**src/include/aclink_cfg.svh**
```systemverilog
// Purpose: AC-link controller constants
// Assumes: included by bare name
// Notes:   definitions only
`ifndef ACLINK_CFG_SVH
`define ACLINK_CFG_SVH

// Slot geometry
`define ACL_TAG_LAST    5'h0F
`define ACL_DATA_LAST   5'h13
`define ACL_TAG_SLOT    4'h0
`define ACL_CMD_SLOT    4'h1
`define ACL_CDAT_SLOT   4'h2
`define ACL_FIRST_DATA  4'h3
`define ACL_LAST_SLOT   4'hC
`define ACL_TAG_TOP     4'hF

// Field positions in command and status slots
`define ACL_RD_BIT      19
`define ACL_IDX_HI      18
`define ACL_IDX_LO      12
`define ACL_DAT_HI      19
`define ACL_DAT_LO      4

// Resolution masks, samples left-justified in the slot
`define ACL_RES10_MASK  20'hF_FC00
`define ACL_RES16_MASK  20'hF_FFF0
`define ACL_RES18_MASK  20'hF_FFFC
`define ACL_RES20_MASK  20'hF_FFFF

// Reset values and codec id
`define ACL_MASK_RST    2'h0
`define ACL_CS_RST      4'h0
`define ACL_CODEC_ID    2'h0

// Channel event bit positions
`define ACL_EV_CMD      0
`define ACL_EV_STS      1
`define ACL_EV_OVR      2
`define ACL_EV_RX       3

`endif

```
**src/include/aclink_pkg.sv**
```systemverilog
// Purpose: Types shared by the AC-link controller
// Assumes: nothing
// Notes:   enum codes left to the tool
package aclink_pkg;
    typedef enum logic [1:0] {RES_10, RES_16, RES_18, RES_20} res_e;
    typedef enum logic {LINK_IDLE, LINK_RUN} link_e;
endpackage

```
**src/hw/aclink_controller.sv**
```systemverilog
// Purpose: AC-link controller, frames slots to and from a codec
// Assumes: mclk well above the codec bit clock; link pins async
// Notes:   bit clock is sampled, not used as a clock
// Summary of operation
// - Exchange all audio, modem, handset, command and status data over the link.
// - Support 10, 16, 18 and 20 bit samples inside 20-bit slots.
// - Variable rate: data slots carry data only when a sample waits.
// - Drive the frame sync output marking each 48 kHz frame.
// - Receive data on serial_in_line, transmit on serial_out_line.
// - Bus side on master clock, link side timed by codec bit clock.
// - Resynchronise every signal crossing between the two clock domains.
// - Operate only while the power manager enables the peripheral clock.
// - Each interrupt source enabled or disabled by separate set and clear inputs.
// - Interrupt line high when any source is pending and unmasked.
// - Mask and global status readable; their AND names the source.
// - Per-channel status shows the specific channel event.
// - Link is bidirectional, fixed frame rate, tag both ways every frame.
// - Frame is tag plus twelve 20-bit slots each way.
// - Outgoing slots: tag, command address, command data, then data slots.
// - Incoming slots: tag, status address, status data, then data slots.
// - Stream port moves samples without processor work each frame.
// - Tag is 16 bits: frame valid, twelve slot valid bits, codec id.
// - Command address: bit 19 read, bits 18:12 register index.
// - Command data in bits 19:4; all zero for a read.
`include "aclink_cfg.svh"
module aclink_controller (
    input  wire logic              mclk,               // Master clock
    input  wire logic              rst_b,              // Async reset, active low
    input  wire logic              ce,                 // Peripheral clock enable
    input  wire logic              link_on,            // Run frames
    input  wire logic              codec_bit_clock,    // Codec bit clock pin
    input  wire logic              serial_in_line,     // Data from codec
    output logic                   serial_out_line,    // Data to codec
    output logic                   frame_sync_line,    // Frame sync
    input  aclink_pkg::res_e       res_sel,            // Sample resolution
    input  wire logic              tx_wr_valid,        // Sample write strobe
    input  wire logic [3:0]        tx_wr_slot,         // Sample slot 3..12
    input  wire logic [19:0]       tx_wr_data,         // Sample, left-justified
    output logic                   tx_req,             // Frame start pulse
    input  wire logic              cmd_valid,          // Command request
    input  wire logic              cmd_read,           // 1 read, 0 write
    input  wire logic [6:0]        cmd_index,          // Codec register index
    input  wire logic [15:0]       cmd_data,           // Write data
    output logic                   cmd_ready,          // Ready to accept a command
    output logic                   rx_valid,           // Received sample pulse
    output logic [3:0]             rx_slot,            // Its slot
    output logic [19:0]            rx_data,            // Its data, masked
    output logic                   sts_valid,          // Status word pulse
    output logic [6:0]             sts_index,          // Status register index
    output logic [15:0]            sts_data,           // Status register data
    input  wire logic [1:0]        irq_en_set,         // Enable source pulses
    input  wire logic [1:0]        irq_dis,            // Disable source pulses
    input  wire logic [3:0]        cs_clear,           // Clear channel events
    output logic [1:0]             irq_mask_reg,       // Enabled sources
    output logic [1:0]             status_reg,         // Global status
    output logic [3:0]             channel_status_reg, // Channel events
    output logic                   irq                 // Interrupt line
);
    import aclink_pkg::*;

    logic        bclk_s1_ff, bclk_s2_ff, bclk_d3_ff;
    logic        sin_s1_ff, sin_s2_ff;
    link_e       state_ff, nxt_state;
    logic [3:0]  slot_ff;
    logic [4:0]  sbit_ff;
    logic [19:0] tx_sh_ff, rx_sh_ff;
    logic [12:0] valid_ff;
    logic [12:3] pend_ff;
    logic        cmd_pend_ff, cmd_rd_ff, live_rd_ff;
    logic [6:0]  cmd_idx_ff, live_idx_ff;
    logic [15:0] cmd_dat_ff, live_dat_ff, rx_tag_ff;
    logic [19:0] mem_rd_data;

    // Two flops on each pin; the third only for edge finding
    always_ff @(posedge mclk or negedge rst_b) begin
        if (!rst_b) begin
            bclk_s1_ff <= 1'b0;
            bclk_s2_ff <= 1'b0;
            bclk_d3_ff <= 1'b0;
            sin_s1_ff  <= 1'b0;
            sin_s2_ff  <= 1'b0;
        end else if (ce) begin
            bclk_s1_ff <= codec_bit_clock;
            bclk_s2_ff <= bclk_s1_ff;
            bclk_d3_ff <= bclk_s2_ff;
            sin_s1_ff  <= serial_in_line;
            sin_s2_ff  <= sin_s1_ff;
        end
    end

    // Link-side timing from bit clock edges seen in mclk
    wire running   = (state_ff == LINK_RUN);
    wire bclk_rise = bclk_s2_ff & ~bclk_d3_ff;
    wire bclk_fall = ~bclk_s2_ff & bclk_d3_ff;
    wire tag_now   = (slot_ff == `ACL_TAG_SLOT);
    wire last_bit  = tag_now ? (sbit_ff == `ACL_TAG_LAST) : (sbit_ff == `ACL_DATA_LAST);
    wire [3:0] ns  = (slot_ff == `ACL_LAST_SLOT) ? `ACL_TAG_SLOT : slot_ff + 4'h1;
    wire adv       = running & bclk_rise;
    wire fr_start  = adv & last_bit & (slot_ff == `ACL_LAST_SLOT);
    wire stop      = fr_start & ~link_on;
    wire go        = fr_start & link_on;
    wire adv_cnt   = adv & ~stop;

    // Link start and stop only at frame boundaries
    always_comb begin
        nxt_state = state_ff;
        case (state_ff)
            LINK_IDLE: nxt_state = link_on ? LINK_RUN : LINK_IDLE;
            LINK_RUN:  nxt_state = stop ? LINK_IDLE : LINK_RUN;
            default:   nxt_state = LINK_IDLE;
        endcase
    end

    // Tag slot 16 bits, other slots 20 bits, 12 slots after the tag (10 of them data)
    wire [4:0] nxt_sbit = adv_cnt ? (last_bit ? 5'h00 : sbit_ff + 5'h01) : sbit_ff;
    wire [3:0] nxt_slot = (adv_cnt & last_bit) ? ns : slot_ff;

    // Low bits beyond the chosen resolution are forced to zero
    wire [19:0] res_mask = (res_sel == RES_10) ? `ACL_RES10_MASK :
                           (res_sel == RES_16) ? `ACL_RES16_MASK :
                           (res_sel == RES_18) ? `ACL_RES18_MASK : `ACL_RES20_MASK;

    // Data slots are flagged valid only with a waiting sample, command slots only with a pending command
    wire [12:0] fill_valid;
    wire [15:0] tag_word;
    wire [12:3] wr_hot;
    wire [12:3] nxt_pend;
    assign fill_valid[0]    = |fill_valid[12:1];
    assign fill_valid[1]    = cmd_pend_ff;
    assign fill_valid[2]    = cmd_pend_ff & ~cmd_rd_ff;
    assign fill_valid[12:3] = pend_ff;
    // Tag: frame valid, slot valid bits 1..12, codec id
    assign tag_word[15]     = fill_valid[0];
    assign tag_word[1:0]    = `ACL_CODEC_ID;
    assign tag_word[2]      = 1'b0;          // Reserved, sent as zero
    genvar gi;
    generate
        for (gi = 1; gi <= 12; gi++) begin : g_slot
            assign tag_word[15-gi] = fill_valid[gi];
            if (gi >= 3) begin : g_data
                assign wr_hot[gi]   = tx_wr_valid & (tx_wr_slot == 4'(gi));
                // Set wins over the frame-start clear
                assign nxt_pend[gi] = wr_hot[gi] | (pend_ff[gi] & ~go);
            end
        end
    endgenerate
    wire [12:0] nxt_valid = go ? fill_valid : (stop ? 13'h0000 : valid_ff);

    wire [19:0] word_cmd  = {live_rd_ff, live_idx_ff, 12'h000};
    // Command data, zero for a read
    wire [19:0] word_cdat = live_rd_ff ? 20'h0_0000 : {live_dat_ff, 4'h0};
    wire [19:0] word_data = valid_ff[ns] ? (mem_rd_data & res_mask) : 20'h0_0000;
    wire [19:0] load_word = (ns == `ACL_TAG_SLOT)  ? {tag_word, 4'h0} :
                            (ns == `ACL_CMD_SLOT)  ? (valid_ff[1] ? word_cmd : 20'h0_0000) :
                            (ns == `ACL_CDAT_SLOT) ? (valid_ff[2] ? word_cdat : 20'h0_0000) :
                            word_data;
    // MSB first; the shifter moves on each rising bit clock
    wire [19:0] nxt_sh   = adv_cnt ? (last_bit ? load_word : {tx_sh_ff[18:0], 1'b0}) :
                           (stop ? 20'h0_0000 : tx_sh_ff);
    wire        nxt_sout = adv_cnt ? nxt_sh[19] : (stop ? 1'b0 : serial_out_line);
    // Sync high through the tag slot of each frame
    wire        nxt_sync = adv_cnt ? (nxt_slot == `ACL_TAG_SLOT) : (stop ? 1'b0 : frame_sync_line);

    // Next-slot word fetched on the falling edge before it is shifted
    wire mem_rd = running & bclk_fall & last_bit & (ns >= `ACL_FIRST_DATA);
    wire mem_wr = |wr_hot;

    // Stream store, written by the sample port
    aclink_slot_mem #(.WIDTH(20), .DEPTH(16), .AW(4)) u_mem (
        .mclk    (mclk),
        .rst_b   (rst_b),
        .ce      (ce),
        .wr_en   (mem_wr),
        .wr_addr (tx_wr_slot),
        .wr_data (tx_wr_data),
        .rd_en   (mem_rd),
        .rd_addr (ns),
        .rd_data (mem_rd_data)
    );

    // Command port: one request held until the next frame takes it
    wire accept       = cmd_valid & cmd_ready;
    wire nxt_cmd_pend = accept | (cmd_pend_ff & ~go);
    wire take_cmd     = go & cmd_pend_ff;

    // Receive on falling bit clock, codec drives on rising
    wire        samp     = running & bclk_fall;
    wire        rx_done  = samp & last_bit;
    wire [19:0] rx_word  = {rx_sh_ff[18:0], sin_s2_ff};
    wire [3:0]  tbit     = `ACL_TAG_TOP - slot_ff;
    wire        tag_ok   = rx_tag_ff[15] & rx_tag_ff[tbit];
    wire        sts_a    = rx_done & tag_ok & (slot_ff == `ACL_CMD_SLOT);
    wire        sts_d    = rx_done & tag_ok & (slot_ff == `ACL_CDAT_SLOT);
    wire        data_hit = rx_done & tag_ok & (slot_ff >= `ACL_FIRST_DATA);
    wire [15:0] nxt_tag  = (rx_done & tag_now) ? rx_word[15:0] : rx_tag_ff;

    // Channel events
    wire [3:0] ev;
    assign ev[`ACL_EV_CMD] = take_cmd;
    assign ev[`ACL_EV_STS] = sts_d;
    assign ev[`ACL_EV_OVR] = |(wr_hot & pend_ff & ~{10{go}});
    assign ev[`ACL_EV_RX]  = data_hit;

    // Sticky channel events, set wins over clear
    wire [3:0] nxt_cs;
    generate
        for (gi = 0; gi < 4; gi++) begin : g_cs
            assign nxt_cs[gi] = ev[gi] | (channel_status_reg[gi] & ~cs_clear[gi]);
        end
    endgenerate
    // Separate enable and disable; disable wins
    wire [1:0] nxt_mask = (irq_mask_reg | irq_en_set) & ~irq_dis;
    // Global status per channel: codec, stream
    wire [1:0] nxt_status = {nxt_cs[3] | nxt_cs[2], nxt_cs[1] | nxt_cs[0]};
    // Pending and unmasked drives the line
    wire       nxt_irq = |(nxt_status & nxt_mask);

    // All state frozen while the peripheral clock is gated
    always_ff @(posedge mclk or negedge rst_b) begin
        if (!rst_b) begin
            state_ff        <= LINK_IDLE;
            slot_ff         <= `ACL_LAST_SLOT;
            sbit_ff         <= `ACL_DATA_LAST;
            tx_sh_ff        <= '0;
            serial_out_line <= 1'b0;
            frame_sync_line <= 1'b0;
            valid_ff        <= '0;
            pend_ff         <= '0;
            tx_req          <= 1'b0;
        end else if (ce) begin
            state_ff        <= nxt_state;
            slot_ff         <= nxt_slot;
            sbit_ff         <= nxt_sbit;
            tx_sh_ff        <= nxt_sh;
            serial_out_line <= nxt_sout;
            frame_sync_line <= nxt_sync;
            valid_ff        <= nxt_valid;
            pend_ff         <= nxt_pend;
            tx_req          <= go;
        end
    end

    // Command holding and live copies
    always_ff @(posedge mclk or negedge rst_b) begin
        if (!rst_b) begin
            cmd_pend_ff <= 1'b0;
            cmd_ready   <= 1'b1;
            cmd_rd_ff   <= 1'b0;
            cmd_idx_ff  <= '0;
            cmd_dat_ff  <= '0;
            live_rd_ff  <= 1'b0;
            live_idx_ff <= '0;
            live_dat_ff <= '0;
        end else if (ce) begin
            cmd_pend_ff <= nxt_cmd_pend;
            cmd_ready   <= ~nxt_cmd_pend;
            cmd_rd_ff   <= accept ? cmd_read : cmd_rd_ff;
            cmd_idx_ff  <= accept ? cmd_index : cmd_idx_ff;
            cmd_dat_ff  <= accept ? cmd_data : cmd_dat_ff;
            live_rd_ff  <= take_cmd ? cmd_rd_ff : live_rd_ff;
            live_idx_ff <= take_cmd ? cmd_idx_ff : live_idx_ff;
            live_dat_ff <= take_cmd ? cmd_dat_ff : live_dat_ff;
        end
    end

    // Receive path
    always_ff @(posedge mclk or negedge rst_b) begin
        if (!rst_b) begin
            rx_sh_ff  <= '0;
            rx_tag_ff <= '0;
            rx_valid  <= 1'b0;
            rx_slot   <= '0;
            rx_data   <= '0;
            sts_valid <= 1'b0;
            sts_index <= '0;
            sts_data  <= '0;
        end else if (ce) begin
            rx_sh_ff  <= samp ? rx_word : rx_sh_ff;
            rx_tag_ff <= nxt_tag;
            rx_valid  <= data_hit;
            rx_slot   <= data_hit ? slot_ff : rx_slot;
            rx_data   <= data_hit ? (rx_word & res_mask) : rx_data;
            sts_valid <= sts_d;
            sts_index <= sts_a ? rx_word[`ACL_IDX_HI:`ACL_IDX_LO] : sts_index;
            sts_data  <= sts_d ? rx_word[`ACL_DAT_HI:`ACL_DAT_LO] : sts_data;
        end
    end

    // Event and interrupt flops
    always_ff @(posedge mclk or negedge rst_b) begin
        if (!rst_b) begin
            channel_status_reg <= `ACL_CS_RST;
            irq_mask_reg       <= `ACL_MASK_RST;
            status_reg         <= '0;
            irq                <= 1'b0;
        end else if (ce) begin
            channel_status_reg <= nxt_cs;
            irq_mask_reg       <= nxt_mask;
            status_reg         <= nxt_status;
            irq                <= nxt_irq;
        end
    end

    // Checks on the link framing and the event logic
    a_sync_tag_slot: assert property (@(posedge mclk) disable iff (!rst_b)
        running && sbit_ff != `ACL_DATA_LAST |-> frame_sync_line == tag_now)
        else $error("frame sync not aligned to tag slot");
    a_out_on_rise: assert property (@(posedge mclk) disable iff (!rst_b)
        $changed(serial_out_line) |-> $past(bclk_rise) || $past(stop))
        else $error("serial out changed off a rising bit clock");
    a_read_zero_data: assert property (@(posedge mclk) disable iff (!rst_b)
        running && slot_ff == `ACL_CDAT_SLOT && live_rd_ff |-> !serial_out_line)
        else $error("read command data slot not zero");
    a_slot_bit_range: assert property (@(posedge mclk) disable iff (!rst_b)
        tag_now ? sbit_ff <= `ACL_TAG_LAST : sbit_ff <= `ACL_DATA_LAST)
        else $error("slot bit counter out of range");
    a_frame_wrap: assert property (@(posedge mclk) disable iff (!rst_b)
        $rose(frame_sync_line) |-> $past(slot_ff) == `ACL_LAST_SLOT && tx_req)
        else $error("frame sync rose outside frame wrap");
    a_rx_resolution: assert property (@(posedge mclk) disable iff (!rst_b)
        rx_valid && $stable(res_sel) |-> (rx_data & ~res_mask) == 20'h0_0000)
        else $error("received sample exceeds resolution");
    a_irq_line: assert property (@(posedge mclk) disable iff (!rst_b)
        ce && ((|ev[1:0] && irq_mask_reg[0] && !irq_dis[0]) ||
               (|ev[3:2] && irq_mask_reg[1] && !irq_dis[1])) |=> irq)
        else $error("interrupt not raised for unmasked event");
    a_status_and: assert property (@(posedge mclk) disable iff (!rst_b)
        status_reg == {|channel_status_reg[3:2], |channel_status_reg[1:0]})
        else $error("global status disagrees with channel events");
    a_event_sticky: assert property (@(posedge mclk) disable iff (!rst_b)
        ce && channel_status_reg[`ACL_EV_RX] && !cs_clear[`ACL_EV_RX] |=>
        channel_status_reg[`ACL_EV_RX])
        else $error("channel event lost without clear");
    a_mask_enable: assert property (@(posedge mclk) disable iff (!rst_b)
        ce && irq_en_set[0] && !irq_dis[0] |=> irq_mask_reg[0])
        else $error("enable pulse did not set mask");
    a_gate_frozen: assert property (@(posedge mclk) disable iff (!rst_b)
        !ce |=> $stable(slot_ff) && $stable(serial_out_line) && $stable(irq))
        else $error("state moved while clock gated");
endmodule

```
**src/hw/aclink_slot_mem.sv**
```systemverilog
// Purpose: Outgoing sample store, one word per slot
// Assumes: one write and one read port on mclk
// Notes:   read data comes out of a register
module aclink_slot_mem #(
    parameter int WIDTH = 20,
    parameter int DEPTH = 16,
    parameter int AW    = 4
) (
    input  wire logic             mclk,    // System clock
    input  wire logic             rst_b,   // Async reset, active low
    input  wire logic             ce,      // Clock enable
    input  wire logic             wr_en,   // Write strobe
    input  wire logic [AW-1:0]    wr_addr, // Write slot
    input  wire logic [WIDTH-1:0] wr_data, // Write word
    input  wire logic             rd_en,   // Read strobe
    input  wire logic [AW-1:0]    rd_addr, // Read slot
    output logic      [WIDTH-1:0] rd_data  // Registered read word
);
    logic [WIDTH-1:0] mem_ff [DEPTH];

    // Array has no reset; unwritten slots are never flagged valid
    always_ff @(posedge mclk) begin
        if (ce && wr_en) begin
            mem_ff[wr_addr] <= wr_data;
        end
    end

    // Registered read port
    always_ff @(posedge mclk or negedge rst_b) begin
        if (!rst_b) begin
            rd_data <= '0;
        end else if (ce && rd_en) begin
            rd_data <= mem_ff[rd_addr];
        end
    end
endmodule

```
**config.mk**
```make
export PLATFORM = sky130hd
export DESIGN_NAME = aclink_controller
export DESIGN_NICKNAME = d
export VERILOG_FILES = /design/src/include/aclink_pkg.sv /design/src/hw/aclink_controller.sv /design/src/hw/aclink_slot_mem.sv
export VERILOG_INCLUDE_DIRS = /design/src /design/src/include
export SDC_FILE = /design/constraint.sdc
export NUM_CORES = 1
export LEC_CHECK = 0
export ABC_AREA = 0
export BUFFER_PORTS_ARGS = -buffer_cell sky130_fd_sc_hd__buf_2
export CAP_MARGIN = 30
export CORE_UTILIZATION = 55
export CTS_CLUSTER_DIAMETER = 200
export DETAILED_ROUTE_END_ITERATION = 8
export PLACE_DENSITY = 0.73
export SYNTH_ARGS = -nofsm -noshare
export SYNTH_HDL_FRONTEND = slang
export SYNTH_HIERARCHICAL = 1
export SYNTH_SLANG_ARGS = --single-unit
```
**constraint.sdc**
```tcl
create_clock -name mclk -period 2.9 [get_ports mclk]
set_input_delay 0.29 -clock mclk [delete_from_list [all_inputs] [get_ports mclk]]
set_output_delay 0.29 -clock mclk [all_outputs]
set_load 0.05 [all_outputs]
```
## Yosys cells after proc, flatten, opt, wreduce, memory -nomap -nowiden

Memory sizes are Yosys's and may differ from the RTL's. A register that Yosys moved wholly into a read port is not among the register bits.
Index checks and enable logic that the tools add are counted.

| word-level totals | value |
|---|---|
| register bits | 204 |
| memories | 1 |
| input bits | 66 |
| RAM bits | 320 |
| logic and storage cells | 200 |

Memories:

| memory | words | width | read ports | clocked after Yosys merged registers in | write ports | RTL line | RTL |
|---|---|---|---|---|---|---|---|
| u_mem.mem_ff | 16 | 20 | 1 | 1 | 1 | aclink_slot_mem.sv:19 | `logic [WIDTH-1:0] mem_ff [DEPTH];` |

| cells by class | value |
|---|---|
| muxes and demuxes | 31 |
| reductions and logical operators | 23 |
| bitwise logic cells | 84 |
| add/subtract/negate cells | 3 |
| equal/unequal tests | 19 |
| order comparisons | 4 |

Operators with widths:

| cell | number |
|---|---|
| 2-to-1 mux 20 bit | 10 |
| AND 1 bit | 46 |
| AND 20 bit | 2 |
| 2-to-1 mux 13 bit | 2 |
| == test 4 bit, second input constant | 6 |
| AND 10 bit | 2 |
| AND reduction 2 bit | 10 |
| OR reduction 10 bit | 2 |
| bitwise OR 1 bit | 17 |
| == test 4 x 3 -> 1 bit, second input constant | 4 |
| == test 4 x 2 -> 1 bit, second input constant | 3 |
| logical NOT 4 bit | 3 |
| 2-to-1 mux 4 bit | 3 |
| inverter 1 bit | 12 |
| OR reduction 12 bit | 1 |
| < comparator 4 x 5 -> 1 bit, second input constant | 2 |
| 2-to-1 mux 1 bit | 10 |
| 2-to-1 mux 10 bit | 1 |
| inverter 10 bit | 1 |
| binary-select mux 1 bit (select 4 bit) | 2 |
| == test 4 x 1 -> 1 bit, second input constant | 2 |
| greater-or-equal comparator 4 x 2 -> 1 bit, second input constant | 2 |
| adder 5 x 1 -> 5 bit, second input constant | 1 |
| == test 5 x 4 -> 1 bit, second input constant | 1 |
| 16 further kinds | 19 |

## Depth between registers and ports, before layout

| depth | value |
|---|---|
| depth after elaboration | 13 |
| depth in mapped cells | 13 |
| mapped depth without buffers | 10 |

## Cells and area by module

Netlist, hierarchy kept.

Modules (own cells, without submodules):

| module | area each (um^2) | instances | cells each | seq. area each (um^2) |
|---|---|---|---|---|
| aclink_slot_mem | 13190.2 | 1 | 753 | 10109.7 |
| aclink_controller | 9352.7 | 1 | 766 | 5087.4 |

## Least setup slack after synthesis

No wires, ideal clock.

| timing path | value |
|---|---|
| path type | input port to flip-flop |
| start | input tx_wr_slot[1] |
| end | memory u_mem.mem_ff[0][0] (enable) |
| stages | 7 |
| required time | 2.478 ns |
| path slack | -0.298 ns |
| arrival time | 2.775 ns |
| cell sequence | clkbuf_1 nand2_1 nand2_1 o211a_1 nand2_1 or3_1 nor3_1 |

| on the way | value |
|---|---|
| cells in the longest elaborated chain, start to end | 6 |
| elaborated cells on any way between the ends | 24 |
| those cells by class | 10 x eq/ne; 2 x mux; 10 x bitwise; 2 x reduce/logical |

RTL lines:

| element | RTL line | RTL |
|---|---|---|
| start, declared | aclink_controller.sv:37 | `input wire logic [3:0] tx_wr_slot,` |
| == test 4 x 2 -> 1 bit, or another cell as far along | aclink_controller.sv:141 | `assign wr_hot[gi] = tx_wr_valid & (tx_wr_slot == 4'(gi));` |
| AND 1 bit | aclink_controller.sv:141 |  |
| OR reduction 10 bit (*) | aclink_controller.sv:166 | `wire mem_wr = \|wr_hot;` |
| net mem_wr | aclink_controller.sv:166 |  |
| logical AND 1 bit (*) | aclink_slot_mem.sv:23 | `if (ce && wr_en) begin` |
| 2-to-1 mux 1 bit (*) | aclink_slot_mem.sv:23 |  |
| 2-to-1 mux 1 bit (not written as such) (*) | aclink_slot_mem.sv:24 | `mem_ff[wr_addr] <= wr_data;` |
| end, declared | aclink_slot_mem.sv:19 |  |

The timed path passes the listed nets; every way through them passes the cells marked *.

## Worst setup path in the final report

| timing path | value |
|---|---|
| start | register slot_ff[0] |
| end | register tx_sh_ff[7] |

| on the way | value |
|---|---|
| cells in the longest elaborated chain, start to end | 10 |
| elaborated cells on any way between the ends | 23 |
| those cells by class | 1 x add/sub; 3 x eq/ne; 10 x mux; 5 x bitwise; 4 x reduce/logical |

RTL lines:

| element | RTL line | RTL |
|---|---|---|
| start, declared | aclink_controller.sv:64 | `logic [3:0] slot_ff;` |
| start signal, assigned | aclink_controller.sv:222 | `` slot_ff <= `ACL_LAST_SLOT; `` |
| start signal, assigned | aclink_controller.sv:232 | `slot_ff <= nxt_slot;` |
| adder 4 x 1 -> 4 bit / == test 4 bit (equally long branches) | n/a |  |
| 2-to-1 mux 4 bit (*) | aclink_controller.sv:97 | `` wire [3:0] ns = (slot_ff == `ACL_LAST_SLOT) ? `ACL_TAG_SLOT : slot_ff + 4'h1; `` |
| net ns[2] | aclink_controller.sv:97 |  |
| binary-select mux 1 bit (select 4 bit) | aclink_controller.sv:152 | `wire [19:0] word_data = valid_ff[ns] ? (mem_rd_data & res_mask) : 20'h0_0000;` |
| 2-to-1 mux 1 bit (not written as such) | aclink_controller.sv:152 |  |
| 2-to-1 mux 20 bit | aclink_controller.sv:152 |  |
| 2-to-1 mux 20 bit | aclink_controller.sv:155 | `` (ns == `ACL_CDAT_SLOT) ? (valid_ff[2] ? word_cdat : 20'h0_0000) : `` |
| 2-to-1 mux 20 bit | aclink_controller.sv:154 | `` (ns == `ACL_CMD_SLOT) ? (valid_ff[1] ? word_cmd : 20'h0_0000) : `` |
| 2-to-1 mux 20 bit (*) | aclink_controller.sv:153 | `` wire [19:0] load_word = (ns == `ACL_TAG_SLOT) ? {tag_word, 4'h0} : `` |
| 2-to-1 mux 20 bit (*) (2 in series) | aclink_controller.sv:158 | `wire [19:0] nxt_sh = adv_cnt ? (last_bit ? load_word : {tx_sh_ff[18:0], 1'b0}) :` |
| end signal, assigned | aclink_controller.sv:234 | `tx_sh_ff <= nxt_sh;` |
| end, declared | aclink_controller.sv:66 | `logic [19:0] tx_sh_ff, rx_sh_ff;` |

The timed path passes the listed nets; every way through them passes the cells marked *. The select of a mux whose other input is x is not followed.
A chain may end at the register's enable or synchronous reset.

==> flow_metrics.py <==
metrics = {
    "run_status": {
        "status": "finished clean",
    },
    "setup_path": {
        "worstSetupPathType": "flip-flop to flip-flop",
        "crit_required_ns": 3.38,
        "start_kind": "flip-flop",
        "arrival_ns": 3.15,
        "cp_max_fo": 17,
        "crit_start": "slot_ff[0]",
        "cp-end-kind": "flip-flop",
        "reg2reg_from": "slot_ff[0]",
    },
    "placement": {
        "placed_cells": 2154,
        "port_buffers": 127,
        "hpwl_mm": 31.2,
        "gp_congestion": 0.879,
        "place_ws_ns": 0.242,
    },
    "cts": {
        "clock_path_buffers": 3,
        "cts_num_sinks": 543,
        "htreeDepth": 2,
        "root_buffer": "clkbuf_16",
        "clkLatencyLatePin_ns": 0.61,
        "post_cts_buffers": 0,
        "path_clk_slew_ns": 0.06,
        "numCtsBuffers": 54,
        "cts_tree": "built",
    },
    "die": {
        "io_pins": 128,
        "initial_core_util_pct": 56.2,
        "die_x_microns": 204,
        "rows": 73,
        "die-height_microns": 204,
        "coreArea_sq_um": 40100,
        "dieArea_sq_um": 41800,
    },
    "logic_synthesis": {
        "postSynthNetCount": 1590,
        "async_reset_ff_share_pct": 41.1,
        "synth_cell_type_count": 85,
        "yosysWarnings": 6,
        "synthCells": 1519,
        "synth-seq-cells": 543,
        "syn_area_sq_um": 22500,
        "yosysTopAreaCell": "edfxtp_1",
        "yosys_most_used_dff": "edfxtp_1",
        "ys_seq_area_share_pct": 67.4,
        "avgSynthCellArea_sq_um": 14.8,
        "synth_enable_flop_cells": 320,
        "yosysTopAreaCellShare_pct": 42.6,
        "yosys-top-cells-area": "edfxtp_1, dfrtp_1, mux2i_1",
    },
    "global_routing": {
        "grtUsageMet1_pct": 33.7,
        "grt_pass1_vias": 13662,
        "grt_use_met2_pct": 41.4,
        "grt_use_met3_pct": 5.31,
        "top_usage_layer": "met2",
        "grt_pass1_wl_mm": 79.3,
        "grt_max_degree": 103,
        "antenna_found_initial": 4,
        "grt_usage_pct": 25.4,
        "grt_overflow_total": 0,
    },
    "flow_run": {
        "drv_cap": 0,
    },
    "power_and_ir_drop": {
        "power_density_nw_per_um2": 679,
        "peakVddDrop_mv": 0.717,
        "p_leak_nw": 10.3,
    },
    "sta": {
        "setup_slack_ns": 0.231,
        "drv_slew": 0,
        "fin_crit_ns": 2.67,
        "max_slew_margin_pct": 33.4,
        "tns_ns": 0,
        "hold_viol_final": 0,
        "clock_skew_ns": 0.0165,
        "fin_crit_sh_pct": 92.0,
        "setup_viol": 0,
        "rsz0062_at_grt": "false",
        "tightest_slew_ns": 0.998,
        "fmax_mhz": 375,
    },
    "cells_and_area": {
        "fillers": 2892,
        "area_growth_pct": 16.0,
        "largest_register_ffs": 320,
        "final_cell_mix": "edfxtp_1, dfrtp_1, mux2i_1",
        "regMostFlops": "u_mem/mem_ff",
        "drive_above_1_share_pct": 24.9,
        "final_cells": 2291,
        "top_regs": "u_mem/mem_ff (320), rx_data (20), u_mem/rd_data (20)",
        "layout_commonest_cell": "edfxtp_1",
        "finalNetCount": 1795,
    },
    "routing": {
        "drc": 0,
        "firstDrtPassIters": 6,
        "wl_per_cell_microns": 22.7,
        "wirelength_mm": 51.9,
        "ant_nets": 0,
        "drtIter0Drc": 1172,
        "avgViaCountPerCell": 6.04,
        "vias": 13828,
    },
    "hold_path": {
        "hold_start": "res_sel[0]",
        "holdCritPathClass": "input port to flip-flop",
    },
}
## critical path: stages (launching register included)
cell and delay, ns:
dfrtp_1 0.39, buf_4 0.21, ha_1 0.33, nand2b_1 0.22
o21ai_1 0.25, nor3b_1 0.10, or3_1 0.57, and4_1 0.28
o221a_1 0.21
## power breakdown
group | total (W) | internal [W] | switching [W]
sequential | 0.00882 | 0.00854 | 0.000286
combinational | 0.00219 | 0.000877 | 0.00131
clock | 0.00675 | 0.00388 | 0.00286
## logic make-up (layout without fill, tap and decap cells)
family          count (synthesis)  in the layout  synth area share, %
fa+ha+maj                       5              5                0.278
mux                           306            306                 14.6
simple gates                  329            329                 7.29
flops                         543            543                 67.4
compound gates                229            229                 7.63
buf+inv                       104            350                 2.70
other cells                     0              1                    0
xor+xnor                        3              3                0.117
## cells in the mapped netlist, types with 12 or more instances
| library cell | instances |
|---|---|
| nor3_1 | 12 |
| a22o_1 | 16 |
| nand4_1 | 30 |
| edfxtp_1 | 320 |
| inv_1 | 16 |
| buf_2 | 17 |
| o21ai_0 | 31 |
| nor2_1 | 42 |
| mux2i_1 | 167 |
| dfrtp_1 | 217 |
| clkbuf_1 | 40 |
| nand2_1 | 119 |
| mux2_1 | 23 |
| a22oi_1 | 67 |
| nand3_1 | 59 |
| mux2_2 | 111 |
| a21oi_1 | 18 |
## per-layer routing
layer	routed length (microns)	part of all wire, %
met3	3820	7.4
met1	21200	41
met2	25300	49
met5	22	0.042
met4	1530	3.0
## stage by stage
stage               total power, W  hold WS, ns  utilization, %  area (sq um)
finish                      0.0178       0.0379            65.2         26100
CTS                         0.0179       0.0111            65.2         26100
global route                0.0184       0.0269            65.2         26100
detailed placement          0.0111        0.333            60.0         24000
floorplan                   0.0103     -0.00559               -         22600
global placement            0.0110        0.327            60.0         24000
## final timing paths
| kind | to | slack (ns) | cells past startpoint |
|---|---|---|---|
| setup / recovery | tx_sh_ff[7] | 0.23 | 8 |
| hold / removal | tx_sh_ff[1] | 0.04 | 2 |
| setup reg to reg | tx_sh_ff[7] | 0.23 | 8 |
| hold reg to reg | tx_sh_ff[0] | 0.48 | 1 |
| max in group asynchronous | cmd_dat_ff[13] | 1.79 | 3 |
| min in group asynchronous | sts_data[10] | 0.28 | 2 |
## area by class of cell
type                    instances  area [sq um]  share of cell area, %
multi-input cells             872          6820                   26.1
flip-flops and latches        543         15200                   58.1
repair buffers                233          1680                   6.41
clock inverters                30           263                   1.00
diodes                          1          2.50                0.00957
clock buffers                  67          1450                   5.53
inverters                      20          82.6                  0.316
well taps                     525           657                   2.51
## repair_timing
action	in CTS	in global routing
endpoints found under the setup margin	0	0
hold endpoints to repair	117	0
gates resized for setup	0	0
hold buffers	39	0
No activity file was read; power rests on OpenSTA's default activity.
